**src/common/ebc_pkg.sv**
```systemverilog
package ebc_pkg;

    typedef enum logic [2:0] {
        ST_IDLE,
        ST_S0,
        ST_S1,
        ST_S2,
        ST_S3,
        ST_S4,
        ST_S5
    } bus_state_t;

    // Acknowledge pair {upper, lower}, active low
    localparam logic [1:0] ACK_NONE   = 2'h3;
    localparam logic [1:0] ACK_PORT8  = 2'h2;
    localparam logic [1:0] ACK_PORT16 = 2'h1;

    // Transfer length codes
    localparam logic [1:0] SIZE_BYTE  = 2'h1;
    localparam logic [1:0] SIZE_WORD  = 2'h2;
    localparam logic [1:0] SIZE_THREE = 2'h3;
    localparam logic [1:0] SIZE_LONG  = 2'h0;

    // Values after reset
    localparam logic       RST_STROBE_N = 1'h1;
    localparam logic       RST_RW       = 1'h1;
    localparam logic [2:0] RST_SYNC     = 3'h7;

    function automatic logic [1:0] size_code(input logic [2:0] rem);
        case (rem)
            3'h1:    size_code = SIZE_BYTE;
            3'h2:    size_code = SIZE_WORD;
            3'h3:    size_code = SIZE_THREE;
            default: size_code = SIZE_LONG;
        endcase
    endfunction

    function automatic logic [2:0] size_bytes(input logic [1:0] code);
        case (code)
            SIZE_BYTE:  size_bytes = 3'h1;
            SIZE_WORD:  size_bytes = 3'h2;
            SIZE_THREE: size_bytes = 3'h3;
            default:    size_bytes = 3'h4;
        endcase
    endfunction

endpackage

```
**src/hdl/external_bus_cycle_sequencer.sv**
```systemverilog
`timescale 1ns/1ps
module external_bus_cycle_sequencer #(
    parameter int ADDR_W = 24,
    parameter int FC_W   = 3
) (
    // Clock and reset
    input  wire logic                         clk,
    input  wire logic                         rst,
    // Operation request
    input  wire logic                         req_valid,
    output logic                              req_ready,
    input  wire logic                         req_write,
    input  wire logic                         req_lock,
    input  wire logic [1:0]                   req_size,
    input  wire logic [ADDR_W-1:0]            req_addr,
    input  wire logic [FC_W-1:0]              req_fc,
    input  wire logic [31:0]                  req_wdata,
    input  wire logic                         lock_release,
    // Operation result
    output logic                              op_done,
    output logic [31:0]                       op_rdata,
    // External bus
    output logic                              system_clock_output,
    output logic [ADDR_W-1:0]                 addr_out,
    output logic [FC_W-1:0]                   function_code_lines,
    output logic [1:0]                        transfer_length_lines,
    output logic                              read_write_select,
    output logic                              address_valid_strobe_n,
    output logic                              data_stable_strobe_n,
    output logic                              locked_cycle_flag_n,
    input  wire logic [15:0]                  data_in,
    output logic [15:0]                       data_out,
    output logic                              data_oe_n,
    input  wire logic                         port_width_ack_upper_n,
    input  wire logic                         port_width_ack_lower_n,
    input  wire logic                         bus_request_in_n,
    output logic                              bus_grant_out_n
);
    import ebc_pkg::*;

    bus_state_t        state_q;
    logic              sclk_q;
    logic              wr_q;
    logic              lock_q;
    logic              seen_q;
    logic [1:0]        port_q;
    logic [2:0]        rem_q;
    logic [ADDR_W-1:0] nxt_addr_q;
    logic [31:0]       wbuf_q;
    logic [31:0]       rdata_q;
    logic [2:0]        sync_v;
    logic [1:0]        ack_s;
    logic              ack_hit;
    logic              start;
    logic              fall_edge;
    logic [2:0]        nbytes;

    function automatic logic [31:0] align_wdata(input logic [1:0] sz, input logic [31:0] d);
        case (sz)
            SIZE_BYTE:  align_wdata = {d[7:0], 24'h000000};
            SIZE_WORD:  align_wdata = {d[15:0], 16'h0000};
            SIZE_THREE: align_wdata = {d[23:0], 8'h00};
            default:    align_wdata = d;
        endcase
    endfunction

    // Bytes moved by this cycle from port width, alignment and remainder
    function automatic logic [2:0] cycle_bytes(input logic [1:0] ack, input logic odd,
                                               input logic [2:0] rem);
        if (ack == ACK_PORT8) begin
            cycle_bytes = 3'h1;
        end else if (odd || rem == 3'h1) begin
            cycle_bytes = 3'h1;
        end else begin
            cycle_bytes = 3'h2;
        end
    endfunction

    input_sync #(
        .WIDTH      (3),
        .IDLE_LEVEL (RST_SYNC)
    ) input_sync_inst (
        .clk      (clk),
        .rst      (rst),
        .async_in ({port_width_ack_upper_n, port_width_ack_lower_n, bus_request_in_n}),
        .sync_out (sync_v)
    );

    assign ack_s     = sync_v[2:1];
    assign ack_hit   = ack_s != ACK_NONE;
    assign fall_edge = state_q == ST_S2 || state_q == ST_S4;
    assign nbytes    = cycle_bytes(port_q, addr_out[0], rem_q);
    // Only start on the edge that makes the output clock rise, so S0 is high
    assign req_ready = state_q == ST_IDLE && !sclk_q && bus_grant_out_n
                       && (!lock_q || req_lock);
    assign start     = req_valid && req_ready;
    assign op_done   = state_q == ST_S5 && rem_q == 3'h0;
    assign op_rdata  = rdata_q;
    assign system_clock_output = sclk_q;
    assign locked_cycle_flag_n = !lock_q;

    // Strobes decode straight from the state flop
    assign address_valid_strobe_n = !(state_q inside {ST_S1, ST_S2, ST_S3, ST_S4});
    assign data_stable_strobe_n   = wr_q ? !(state_q inside {ST_S3, ST_S4})
                                         : !(state_q inside {ST_S1, ST_S2, ST_S3, ST_S4});
    // Read level everywhere except a write cycle, so idle gaps never fight the target
    assign read_write_select = !(wr_q && state_q != ST_IDLE);
    assign data_oe_n = !(wr_q && state_q inside {ST_S2, ST_S3, ST_S4, ST_S5});

    always_ff @(posedge clk or posedge rst) begin
        if (rst) begin
            sclk_q <= 1'h0;
        end else begin
            sclk_q <= !sclk_q;
        end
    end

    always_ff @(posedge clk or posedge rst) begin
        if (rst) begin
            state_q <= ST_IDLE;
        end else begin
            case (state_q)
                ST_IDLE: state_q <= start ? ST_S0 : ST_IDLE;
                ST_S0:   state_q <= ST_S1;
                ST_S1:   state_q <= ST_S2;
                ST_S2:   state_q <= ST_S3;
                ST_S3:   state_q <= ST_S4;
                ST_S4:   state_q <= seen_q ? ST_S5 : ST_S3;
                ST_S5:   state_q <= rem_q != 3'h0 ? ST_S0 : ST_IDLE;
                default: state_q <= ST_IDLE;
            endcase
        end
    end

    // Acknowledge sampled on the falling output edges that end S2 and S4, until first seen
    always_ff @(posedge clk or posedge rst) begin
        if (rst) begin
            seen_q <= 1'h0;
            port_q <= ACK_NONE;
        end else if (state_q == ST_S0) begin
            seen_q <= 1'h0;
        end else if (fall_edge && !seen_q && ack_hit) begin
            seen_q <= 1'h1;
            port_q <= ack_s;
        end
    end

    // Cycle set-up; outputs change only on entry to S0 so S5 keeps them
    always_ff @(posedge clk or posedge rst) begin
        if (rst) begin
            wr_q                  <= 1'h0;
            addr_out              <= '0;
            function_code_lines   <= '0;
            transfer_length_lines <= SIZE_BYTE;
        end else if (start) begin
            wr_q                  <= req_write;
            addr_out              <= req_addr;
            transfer_length_lines <= req_size;
            if (!lock_q) begin
                function_code_lines <= req_fc;
            end
        end else if (state_q == ST_S5 && rem_q != 3'h0) begin
            addr_out              <= nxt_addr_q;
            transfer_length_lines <= size_code(rem_q);
        end
    end

    // Remaining byte bookkeeping and read data assembly
    always_ff @(posedge clk or posedge rst) begin
        if (rst) begin
            rem_q      <= 3'h0;
            nxt_addr_q <= '0;
            wbuf_q     <= 32'h00000000;
            rdata_q    <= 32'h00000000;
        end else if (start) begin
            rem_q      <= size_bytes(req_size);
            nxt_addr_q <= req_addr;
            wbuf_q     <= align_wdata(req_size, req_wdata);
            rdata_q    <= 32'h00000000;
        end else if (state_q == ST_S4 && seen_q) begin
            rem_q      <= rem_q - nbytes;
            nxt_addr_q <= nxt_addr_q + ADDR_W'(nbytes);
            wbuf_q     <= nbytes == 3'h2 ? {wbuf_q[15:0], 16'h0000} : {wbuf_q[23:0], 8'h00};
            if (!wr_q) begin
                // Target still holds data here, strobes not yet negated
                if (nbytes == 3'h2) begin
                    rdata_q <= {rdata_q[15:0], data_in};
                end else if (port_q != ACK_PORT8 && addr_out[0]) begin
                    rdata_q <= {rdata_q[23:0], data_in[7:0]};
                end else begin
                    rdata_q <= {rdata_q[23:0], data_in[15:8]};
                end
            end
        end
    end

    // Write data placed at S2 and held through S5
    always_ff @(posedge clk or posedge rst) begin
        if (rst) begin
            data_out <= 16'h0000;
        end else if (state_q == ST_S1 && wr_q) begin
            if (addr_out[0] || rem_q == 3'h1) begin
                data_out <= {wbuf_q[31:24], wbuf_q[31:24]};
            end else begin
                data_out <= wbuf_q[31:16];
            end
        end
    end

    // Lock spans reads, idle gap and writes until released
    always_ff @(posedge clk or posedge rst) begin
        if (rst) begin
            lock_q <= 1'h0;
        end else if (start && req_lock) begin
            lock_q <= 1'h1;
        end else if (state_q == ST_IDLE && lock_release) begin
            lock_q <= 1'h0;
        end
    end

    // Grant only between unlocked operations; an operation starting in the same cycle wins the tie
    always_ff @(posedge clk or posedge rst) begin
        if (rst) begin
            bus_grant_out_n <= RST_STROBE_N;
        end else if (sync_v[0]) begin
            bus_grant_out_n <= 1'h1;
        end else if (state_q == ST_IDLE && !lock_q && !start) begin
            bus_grant_out_n <= 1'h0;
        end
    end
endmodule

```
**src/hdl/input_sync.sv**
```systemverilog
`timescale 1ns/1ps
module input_sync #(
    parameter int              WIDTH      = 3,
    parameter logic [WIDTH-1:0] IDLE_LEVEL = '1
) (
    // Clock and reset
    input  wire logic             clk,
    input  wire logic             rst,
    // Levels
    input  wire logic [WIDTH-1:0] async_in,
    output logic      [WIDTH-1:0] sync_out
);
    logic [WIDTH-1:0] stage1_q;

    // Second stage alone reads the first; resolves metastable levels
    always_ff @(posedge clk or posedge rst) begin
        if (rst) begin
            stage1_q <= IDLE_LEVEL;
            sync_out <= IDLE_LEVEL;
        end else begin
            stage1_q <= async_in;
            sync_out <= stage1_q;
        end
    end
endmodule

```
**config.mk**
```make
export PLATFORM = sky130hd
export DESIGN_NAME = external_bus_cycle_sequencer
export DESIGN_NICKNAME = d
export VERILOG_FILES = /design/src/common/ebc_pkg.sv /design/src/hdl/external_bus_cycle_sequencer.sv /design/src/hdl/input_sync.sv
export SDC_FILE = /design/constraint.sdc
export NUM_CORES = 1
export LEC_CHECK = 0
export BUFFER_PORTS_ARGS = -buffer_cell sky130_fd_sc_hd__buf_2
export CAP_MARGIN = 20
export CORE_MARGIN = 1
export CORE_UTILIZATION = 45
export DETAILED_ROUTE_END_ITERATION = 6
export PLACE_DENSITY = 0.68
export SYNTH_ARGS = -nofsm -noshare
export SYNTH_HDL_FRONTEND = slang
export SYNTH_HIERARCHICAL = 1
export SYNTH_SLANG_ARGS = --single-unit
```
**constraint.sdc**
```tcl
create_clock -name clk -period 11.27 [get_ports clk]
set_clock_uncertainty 0.2 [all_clocks]
set_input_delay 1.127 -clock clk [delete_from_list [all_inputs] [get_ports clk]]
set_output_delay 1.127 -clock clk [all_outputs]
set_load 0.05 [all_outputs]
```
# [Word level (Yosys, flattened, before mapping)]
# Index checks and enable logic that the tools add are counted.
[word_totals] wordCells=114 inputBits=86 register_bits=152
[op_classes] add_sub_neg=2 n_reduce_logical=43 n_eq_ne=17 mux=33 bitwise_logic=2
[ops] operator="32-bit two-way mux" n=7
[ops] operator="24-bit two-way mux" n=4
[ops] operator="32-bit case mux with 3 select lines" n=1
[ops] operator="24-bit by 3-bit adder with 24-bit output" n=1
[ops] operator="3-bit case mux with 7 select lines" n=1
[ops] operator="1-bit logical AND" n=17
[ops] operator="8-bit two-way mux" n=2
[ops] operator="3-bit by 2-bit equality test with 1-bit output, second input constant" n=5
[ops] operator="2-bit nonzero test" n=6
[ops] operator="2-bit two-way mux" n=5
[ops] operator="3-bit equality test, second input constant" n=3
[ops] operator="1-bit two-way mux" n=9
[ops] operator="3-bit case mux with 3 select lines" n=1
[ops] operator="1-bit zero test" n=8
[ops] operator="4-bit nonzero test" n=2
[ops] operator="2-bit equality test, second input constant" n=3
[ops] operator="3-bit by 1-bit equality test with 1-bit output, second input constant" n=2
[ops] operator="3-bit zero test" n=2
[ops] operator="3-bit two-way mux" n=2
[ops] operator="2-bit case mux with 3 select lines" n=1
[ops] operator="2-bit AND reduction" n=3
[ops] operator="3-bit nonzero test" n=2
[ops] operator="2-bit inequality test, second input constant" n=2
[ops] operator="1-bit logical OR" n=3
[ops] operator="other kinds (4)" n=5

# [Longest topological paths before layout]
# Gate-level depths: netlist of run 1.
[depth] ltp_word=9 depth_mapped=13 depth_no_buf=9

# [Cells and area by module]
# Netlist of run 1, hierarchy kept.
[modules_own_cells] module="external_bus_cycle_sequencer" seq_area_each_um2=3658.5 area_each_um2=7455.9 n_inst=1 cells_per_inst=726
[modules_own_cells] module="input_sync" seq_area_each_um2=157.7 area_each_um2=161.4 n_inst=1 cells_per_inst=7

# [Worst setup path before layout of run 1]
# No wires, ideal clock.
[synth_timing] path_type="input to output" start="input req_lock" end="output req_ready" arrival_ns=2.296 path_buffers=0 slack_ns=7.647 path_stages=2 path_cell_list="nor2b_1 nor3_1"
[synth_via] elab_chain_cells=2
[synth_lines] item="from (decl)" line="external_bus_cycle_sequencer.sv:13" text="input wire logic req_lock,"
[synth_lines] item="1-bit logical OR" line="external_bus_cycle_sequencer.sv:95" text="&& (!lock_q || req_lock);"
[synth_lines] item="1-bit logical AND" line="external_bus_cycle_sequencer.sv:95"
[synth_lines] item="to (decl)" line="external_bus_cycle_sequencer.sv:11" text="output logic req_ready,"
# No other way between the ends.

# [Worst setup path in the final report of run 1]
[layout_timing] start="register rem_q[2]" end="register nxt_addr_q[21]"
[layout_via] elab_chain_cells=7
[layout_lines] item="from (decl)" line="external_bus_cycle_sequencer.sv:47" text="logic [2:0] rem_q;"
[layout_lines] item="from (signal assigned)" line="external_bus_cycle_sequencer.sv:176" text="rem_q <= size_bytes(req_size);"
[layout_lines] item="from (signal assigned)" line="external_bus_cycle_sequencer.sv:181" text="rem_q <= rem_q - nbytes;"
[layout_lines] item="3-bit by 1-bit equality test with 1-bit output" line="external_bus_cycle_sequencer.sv:72" text="end else if (odd || rem == 3'h1) begin"
[layout_lines] item="1-bit logical OR" line="external_bus_cycle_sequencer.sv:72"
[layout_lines] item="2-bit two-way mux" line="external_bus_cycle_sequencer.sv:72"
[layout_lines] item="2-bit two-way mux" line="external_bus_cycle_sequencer.sv:70" text="if (ack == ACK_PORT8) begin"
[layout_lines] item="24-bit by 3-bit adder with 24-bit output" line="external_bus_cycle_sequencer.sv:182" text="nxt_addr_q <= nxt_addr_q + ADDR_W'(nbytes);"
[layout_lines] item="24-bit two-way mux" line="external_bus_cycle_sequencer.sv:180" text="end else if (state_q == ST_S4 && seen_q) begin"
[layout_lines] item="24-bit two-way mux" line="external_bus_cycle_sequencer.sv:175" text="end else if (start) begin"
[layout_lines] item="to (signal assigned)" line="external_bus_cycle_sequencer.sv:177" text="nxt_addr_q <= req_addr;"
[layout_lines] item="to (signal assigned)" line="external_bus_cycle_sequencer.sv:182"
[layout_lines] item="to (decl)" line="external_bus_cycle_sequencer.sv:48" text="logic [ADDR_W-1:0] nxt_addr_q;"
# No other way between the ends. The select of a mux whose other input is x is not followed.
# A chain may end at the register's enable or synchronous reset.

==> impl_metrics.py, run 1 <==
metrics = {
    "run_status": {
        "status": "complete, no violations",
    },
    "worst_setup_path": {
        "critPathSlowestCell": "or3_2",
        "critPathMaxStageDelay_ns": 0.96,
        "end_kind": "flop",
        "crit_fanout": 43,
        "critPathTopFamily": "simple AND/OR/NAND/NOR gates",
        "worstSetupPathType": "flop to flop",
        "required_ns": 11.42,
        "crit_path_frequent_cell": "or4_1",
        "cp-start-kind": "flop",
        "critical_path_arrival_ns": 5.03,
        "critPathBufInv": 1,
        "worstPathCellList": "nor3b_2, or3_2, inv_2, ha_1, a21oi_1, or4_1, or4_1, a31oi_1",
    },
    "floorplan": {
        "dieArea_sq_mm": 0.01745,
        "start_util": 0.4593,
        "core_area_sq_mm": 0.01658,
        "row_count": 47,
        "die_h_um": 132.1,
        "die_w_um": 132.1,
        "io_pins": 172,
    },
    "synthesis": {
        "syn_inst": 733,
        "yosysWarnings": 6,
        "avgSynthCellArea_sq_um": 10.39,
        "yosysUniqueCellTypes": 57,
        "synth-seq-cells": 152,
        "synth_edf_count": 0,
        "ys_seq_area_frac": 0.5010,
        "ys_async_sr_fraction": 1.000,
        "synth_ff_type": "dfrtp_1",
        "synth_fp_nets": 824,
        "netlist_area_sq_mm": 0.007617,
    },
    "timing": {
        "relSlewSlack": 0.2655,
        "finalSetupTns_ns": 0,
        "hold_viol_final": 0,
        "finalSetupViolCount": 0,
        "fin_crit_ns": 4.873,
        "rsz0062_at_grt": "false",
        "worstMarginPinSlew_ns": 1.098,
        "slew_viol_final": 0,
        "min_period_over_period": 0.4324,
        "max_freq_mhz": 205.2,
    },
    "detailed_routing": {
        "drc": 0,
        "via_per_inst": 5.785,
        "wl_per_cell_um": 17.54,
        "ant_nets": 0,
        "drt_iter0_markers": 432,
        "vias": 6398,
        "first_pass_iters": 5,
        "wl_um": 19400,
    },
    "clocking": {
        "post-cts-setup-buffer-count": 0,
        "clock_tree.root_cell": "clkbuf_16",
        "clock_path_buffers": 2,
        "cts_made_buffers": 17,
        "cts.sinks": 152,
        "hold_buffers": 0,
        "clk_pin_slew_ns": 0.06,
        "cts_tree": "yes",
        "cts.repair.resized": 0,
        "clk_latency_ns": 0.43,
        "cts.htree.levels": 4,
    },
    "grt": {
        "track_usage": 0.2289,
        "grt_pass1_vias": 6122,
        "antenna_found_initial": 0,
        "grt_max_degree": 82,
        "grt_first_pass_wirelength_um": 31880,
        "grt.overflow.total": 0,
    },
    "placed_design": {
        "port-buffer-count": 171,
        "dp.cells": 1072,
        "place.gp.congestion": 0.7982,
        "hpwlAfterDp_um": 12950,
    },
    "finish": {
        "nFillCells": 1515,
        "fin_nets": 964,
        "areaGrowthSynthToFinish_pct": 20.79,
        "layout-drive-gt1-share": 0.2856,
        "antenna_cells": 0,
        "final_cell_count_no_fill": 1106,
    },
    "pwr": {
        "power.density_mw_per_mm2": 305.6,
        "p_leak_nw": 4.200,
        "vdd_drop_max_v": 0.0001856,
    },
    "flow_run": {
        "cap_violations": 0,
    },
    "worst_hold_path": {
        "hp-class": "flop to flop",
    },
}
[layout by cell type, fill, tap and decap left out, types with 10 or more instances in the layout]
cell / instances
nor3_1: 10
nor4b_1: 16
mux2_2: 13
a32oi_1: 16
clkbuf_16: 17
o2bb2ai_1: 32
buf_4: 11
mux2i_1: 50
nor2_1: 50
dfstp_2: 10
nand2_1: 77
or4_1: 10
inv_1: 15
o21ai_0: 42
a31oi_1: 45
dfrtp_1: 142
buf_2: 171
a21oi_1: 21
a211oi_1: 16
[power by group]
part | switching [mW] | total (mW) | internal, mW
combinational | 0.841 | 1.25 | 0.411
clock | 0.228 | 0.566 | 0.339
sequential | 0.213 | 0.994 | 0.781
total | 1.28 | 2.81 | 1.53
[per-layer routing]
metal	share of wire	up-vias	global-route usage
met5	0	-	0
met4	0.019	0	0.07623
met3	0.060	35	0.05575
met2	0.45	203	0.3442
met1	0.47	3138	0.3245
li1	-	3022	-
[flip-flops by register name, indices dropped and copies added (netlist names), 3 cells and up]
name,flops
addr_out,24
data_out,16
function_code_lines,3
input_sync_inst/stage1_q,3
input_sync_inst/sync_out,3
nxt_addr_q,24
op_rdata,32
rem_q,3
state_q,3
wbuf_q,32
[logic make-up after synthesis]
kind of cell,after synthesis,share of synthesized area
AOI/OAI and AO/OA,211,0.1896
and+or+nand+nor,207,0.1395
DFF,152,0.5010
buffers and inverters,79,0.04205
muxes,71,0.1086
xor gates and xnor gates,8,0.009199
adders and majority gates,5,0.01018
[synthesized netlist by cell type, drive strengths merged (3+ instances only)]
cell       n  share of area
a211oi    16          0.016
ha         3         0.0049
o2bb2ai   32          0.037
a32oi     16          0.018
or4       10         0.0099
o31ai      8         0.0079
o21ai     42          0.028
inv       17         0.0084
nand3      7         0.0046
xnor2      7         0.0080
dfstp     10          0.034
nor3b      3         0.0036
mux2      13          0.019
nand2     77          0.038
buf       19          0.012
o22ai      8         0.0066
nand2b     5         0.0041
mux4       8          0.024
a31oi     45          0.037
dfrtp    142           0.47
a21oi     21          0.014
and2       3         0.0025
mux2i     50          0.066
a22o       8         0.0092
o221ai     3         0.0035
clkbuf    43          0.021
nor3      11         0.0079
nand4      3         0.0025
nor2      50          0.025
nor4b     17          0.020
or3        9         0.0074
[area by class of cell]
class	count	area, sq um	area share
inverters	17	68.82	0.007479
clock inverters	10	118.9	0.01292
multi-input cells	502	3492	0.3795
flip-flops and latches	152	3816	0.4147
repair buffers	183	965.9	0.1050
clock buffers	22	464.2	0.05045
well taps	220	275.3	0.02992
[worst paths after layout]
| check | from | endpoint | slack, ns | cells past startpoint |
|---|---|---|---|---|
| setup / recovery | rem_q[2] | nxt_addr_q[21] | 6.40 | 8 |
| hold / removal | input_sync_inst/stage1_q[0] | input_sync_inst/sync_out[0] | 0.16 | 0 |
| setup reg to reg | rem_q[2] | nxt_addr_q[21] | 6.40 | 8 |
| hold reg to reg | input_sync_inst/stage1_q[0] | input_sync_inst/sync_out[0] | 0.16 | 0 |
| max in group asynchronous | rst | addr_out[1] | 9.22 | 4 |
| min in group asynchronous | rst | function_code_lines[0] | 0.57 | 2 |
[per-stage QoR]
| step | hold WS, ns | instance area [sq um] | power [mW] | setup slack (ns) | utilization |
|---|---|---|---|---|---|
| 3_3_place_gp | 0.1457 | 8576 | 2.223 | 6.404 | 0.5171 |
| 4_1_cts | 0.1575 | 9166 | 2.817 | 6.316 | 0.5527 |
| 3_5_place_dp | 0.1481 | 8583 | 2.244 | 6.320 | 0.5176 |
| 6_report | 0.1560 | 9201 | 2.812 | 6.397 | 0.5549 |
| 2_1_floorplan | 0.1452 | 7617 | 1.945 | 6.027 | - |
| 5_1_grt | 0.1625 | 9201 | 2.978 | 6.128 | 0.5549 |
No activity file was read; power rests on OpenSTA's default activity.
==> run 2, diff against run 1 <==
==> constraint.sdc (replaced) <==
create_clock -name clk -period 4.7 [get_ports clk]
set_clock_uncertainty 0.2 [all_clocks]
set_input_delay 0.47 -clock clk [delete_from_list [all_inputs] [get_ports clk]]
set_output_delay 0.47 -clock clk [all_outputs]
set_load 0.05 [all_outputs]
==> impl_metrics.py, run 2 (synthesized netlist as in run 1, its figures left out) <==
metrics = {
    "grt": {
        "grt_max_degree": 95,
        "antenna_found_initial": 0,
        "grt.overflow.total": 0,
        "grt_util_met2": 0.3551,
        "use_met1": 0.3325,
        "global_route.peak_usage_layer": "met2",
        "track_usage": 0.2369,
        "use_met3": 0.05959,
        "grt_first_pass_wirelength_um": 32820,
        "grt_pass1_vias": 6244,
    },
    "detailed_routing": {
        "vias": 6486,
        "drc": 0,
        "wl_per_cell_um": 18.03,
        "ant_nets": 0,
        "wl_um": 20020,
        "first_pass_iters": 5,
        "drt_iter0_markers": 470,
        "via_per_inst": 5.843,
    },
    "worst_setup_path": {
        "worstSetupPathType": "flop to flop",
        "crit_path_frequent_cell": "or4_1",
        "cp-start-kind": "flop",
        "regToRegEndpoint": "nxt_addr_q[23]",
        "critPathMaxStageDelay_ns": 0.67,
        "critical_path_arrival_ns": 3.72,
        "required_ns": 4.84,
        "worstPathCellList": "nor3b_2, buf_4, or3_2, inv_2, ha_1, a21oi_1, or4_1, or4_1, a31oi_1",
        "critPathSlowestCell": "or4_1",
        "r2r-start": "rem_q[0]",
        "r2r_cells": 9,
        "critPathTopFamily": "simple AND/OR/NAND/NOR gates",
        "crit_fanout": 18,
        "critPathBufInv": 2,
        "end_kind": "flop",
        "regToRegSetupSlack_ns": 1.12,
    },
    "clocking": {
        "cts.sinks": 152,
        "cts.htree.levels": 4,
        "cts_made_buffers": 17,
        "clk_latency_ns": 0.42,
        "clock_tree.root_cell": "clkbuf_16",
        "clock_path_buffers": 2,
        "cts.repair.resized": 0,
        "cts_tree": "yes",
        "clk_pin_slew_ns": 0.06,
    },
    "floorplan": {
        "core_area_sq_mm": 0.01658,
        "dieArea_sq_mm": 0.01745,
        "die_h_um": 132.1,
        "start_util": 0.4593,
        "die_w_um": 132.1,
        "row_count": 47,
        "io_pins": 172,
    },
    "timing": {
        "slew_viol_final": 0,
        "worstMarginPinSlew_ns": 1.143,
        "finalSetupTns_ns": 0,
        "finalSetupViolCount": 0,
        "rsz0062_at_grt": "false",
        "hold_viol_final": 0,
        "relSlewSlack": 0.2353,
        "min_period_over_period": 0.7614,
        "max_freq_mhz": 279.5,
        "fin_crit_ns": 3.578,
    },
    "worst_hold_path": {
        "hp-class": "input pin to asynchronous set/reset pin",
    },
    "flow_run": {
        "cap_violations": 0,
    },
    "finish": {
        "post-route-util": 0.5613,
        "layout_common_cells": "buf_2 (171), dfrtp_1 (142), nand2_1 (77)",
        "final_common_cell": "buf_2",
        "fin_nets": 970,
        "areaGrowthSynthToFinish_pct": 22.21,
        "layout-drive-gt1-share": 0.2854,
        "antenna_cells": 0,
    },
    "placed_design": {
        "port-buffer-count": 171,
        "place.gp.congestion": 0.7912,
        "hpwlAfterDp_um": 13210,
    },
    "pwr": {
        "power.density_mw_per_mm2": 749.3,
        "p_leak_nw": 4.263,
        "vdd_drop_max_v": 0.0004550,
    },
    "run_status": {
        "status": "complete, no violations",
    },
}
run 2: cell types whose count changed in the layout (fill, tap and decap cells not counted):
cell	change
buf_16	-1
clkinv_2	-1
bufinv_16	+4
inv_6	-2
clkinvlp_4	-3
buf_4	+4
dlygate4sd3_1	+3
run 2: layer usage:
layer	vias to the layer above	share of wire
met5	-	0
met4	0	0.019
met3	26	0.057
met2	211	0.46
met1	3209	0.47
li1	3040	-
run 2: final cells by class:
type                       count  area, sq um
clock buffer                  22        464.2
clock inverter                 8        193.9
fill                        1499         7274
inverter                      17        68.82
multi-input combinational    502         3492
sequential                   152         3816
tap                          220        275.3
timing repair buffer         189        998.5
run 2: report_power, final:
group | internal [mW] | switching (mW)
combinational | 1.00 | 2.07
sequential | 1.87 | 0.488
clock | 1.02 | 0.525
run 2: worst max path at each step:
stage                         from        endpoint  cells after the start
after floorplan                rst     addr_out[0]                      1
after global placement    rem_q[0]  nxt_addr_q[23]                      9
after detailed placement  rem_q[0]  nxt_addr_q[23]                      9
after CTS                 rem_q[0]  nxt_addr_q[23]                      9
after global routing      rem_q[2]  nxt_addr_q[23]                      9
final                     rem_q[0]  nxt_addr_q[23]                      9
run 2: metrics by stage:
stage	power (mW)	hold slack (ns)	area [sq um]	std cells	setup slack, ns
2_1_floorplan	4.665	0.1452	7617	733	0.1136
3_3_place_gp	5.371	0.1465	8621	1077	1.202
3_5_place_dp	5.431	0.1484	8621	1077	1.118
4_1_cts	7.004	0.001303	9309	1110	1.105
5_1_grt	7.358	0.02558	9309	1110	0.9581
6_report	6.975	0.0003110	9309	1110	1.122
run 2: timing repair:
item,CTS,global route
hold endpoints to repair,3,0
hold buffers,3,0
setup buffers,0,0
==> run 3, diff against run 2 <==
==> constraint.sdc (replaced) <==
create_clock -name clk -period 3.65 [get_ports clk]
set_clock_uncertainty 0.2 [all_clocks]
set_input_delay 0.365 -clock clk [delete_from_list [all_inputs] [get_ports clk]]
set_output_delay 0.365 -clock clk [all_outputs]
set_load 0.05 [all_outputs]
==> impl_metrics.py, run 3 (synthesized netlist as in run 1, its figures left out) <==
metrics = {
    "run_status": {
        "status": "complete, no violations",
    },
    "grt": {
        "track_usage": 0.2347,
        "grt_pass1_vias": 6316,
        "grt.overflow.total": 0,
        "grt_max_degree": 114,
        "grt_first_pass_wirelength_um": 32810,
        "antenna_found_initial": 0,
    },
    "detailed_routing": {
        "vias": 6466,
        "first_pass_iters": 6,
        "wl_um": 19620,
        "via_per_inst": 5.753,
        "drt_iter0_markers": 462,
        "ant_nets": 0,
        "drc": 0,
        "wl_per_cell_um": 17.46,
    },
    "finish": {
        "final_cell_count_no_fill": 1124,
        "layout-drive-gt1-share": 0.2898,
        "final_area_sq_mm": 0.009360,
        "areaGrowthSynthToFinish_pct": 22.88,
        "fin_nets": 982,
        "final_common_cell": "buf_2",
        "layout_common_cells": "buf_2 (171), dfrtp_1 (142), nand2_1 (77)",
        "antenna_cells": 0,
        "nFillCells": 1489,
    },
    "timing": {
        "slew_viol_final": 0,
        "rsz0062_at_grt": "false",
        "min_period_over_period": 0.8927,
        "max_freq_mhz": 306.9,
        "hold_viol_final": 0,
        "worstMarginPinSlew_ns": 1.125,
        "whs_ns": 0.01487,
        "fin_crit_ns": 3.258,
        "finalSetupTns_ns": 0,
        "relSlewSlack": 0.2502,
        "finalSetupViolCount": 0,
    },
    "clocking": {
        "cts_made_buffers": 17,
        "clock_tree.root_cell": "clkbuf_16",
        "cts.htree.levels": 4,
        "clock_path_buffers": 2,
        "clk_pin_slew_ns": 0.06,
        "cts.repair.resized": 0,
        "cts.sinks": 152,
        "clk_latency_ns": 0.42,
        "cts_tree": "yes",
    },
    "worst_hold_path": {
        "hold_depth": 3,
        "hp-class": "input pin to flop",
    },
    "floorplan": {
        "dieArea_sq_mm": 0.01745,
        "core_area_sq_mm": 0.01658,
        "die_w_um": 132.1,
        "io_pins": 172,
        "row_count": 47,
        "die_h_um": 132.1,
        "start_util": 0.4593,
    },
    "worst_setup_path": {
        "critPathMaxStageDelay_ns": 0.56,
        "end_kind": "flop",
        "cp-start-kind": "flop",
        "critical_path_arrival_ns": 3.40,
        "worstPathCellList": "nor3b_2, or3_2, fa_1, nand3b_1, or3_1, or4_1, a31oi_1",
        "crit_fanout": 13,
        "required_ns": 3.79,
        "crit_cells": 7,
        "critPathSlowestCell": "or4_1",
        "worstSetupPathType": "flop to flop",
        "critPathTopFamily": "simple AND/OR/NAND/NOR gates",
        "critPathBufInv": 0,
        "r2r_cells": 7,
    },
    "pwr": {
        "power_mw": 8.743,
        "p_leak_nw": 4.276,
        "vdd_drop_max_v": 0.0005329,
        "power.density_mw_per_mm2": 934.1,
    },
    "flow_run": {
        "cap_violations": 0,
    },
    "placed_design": {
        "hpwlAfterDp_um": 12880,
        "postPlaceCellArea_sq_mm": 0.008677,
        "port-buffer-count": 171,
        "place.gp.congestion": 0.7712,
        "dp.cells": 1082,
    },
}
run 3: through the flow:
step / utilization / setup WS [ns]
3_3_place_gp: 0.5223 / 0.4737
5_1_grt: 0.5644 / 0.1781
4_1_cts: 0.5644 / 0.4165
2_1_floorplan: - / 0.04795
3_5_place_dp: 0.5232 / 0.4221
6_report: 0.5644 / 0.3915
run 3: final cells by class:
cell class	count	area [sq um]	share of cell area
clock buffer	21	460.4	0.04919
clock inverter	11	122.6	0.01310
inverter	17	67.56	0.007218
multi-input combinational	502	3492	0.3731
sequential	152	3816	0.4077
tap	220	275.3	0.02941
timing repair buffer	201	1126	0.1203
run 3: path summary, 6_finish.rpt:
kind | start | end | slack [ns]
setup reg to reg | rem_q[0] | nxt_addr_q[20] | 0.39
hold reg to reg | input_sync_inst/stage1_q[2] | input_sync_inst/sync_out[2] | 0.16
min in group asynchronous | rst | transfer_length_lines[1] | 0.45
setup / recovery | rem_q[0] | nxt_addr_q[20] | 0.39
max in group asynchronous | rst | data_out[9] | 2.25
hold / removal | req_addr[2] | nxt_addr_q[2] | 0.01
run 3: worst min-delay path, stage by stage:
cell and delay [ns]:
buf_2 0.08, nor2_1 0.05, a21oi_1 0.10
run 3: repair_timing:
| item | CTS | global route |
|---|---|---|
| hold endpoints to repair | 108 | 0 |
| setup buffers | 0 | 0 |
| hold buffers | 10 | 0 |
run 3: layer usage:
metal	share of wire	global-route usage
met1	0.47	0.3314
met2	0.47	0.3624
met3	0.054	0.05459
met4	0.013	0.06395
met5	0	0
run 3: power by group:
part	switching (mW)	leakage [nW]	internal, mW
Clock	0.708	0.276	1.04
Combinational	2.65	2.15	1.31
Sequential	0.618	1.85	2.41
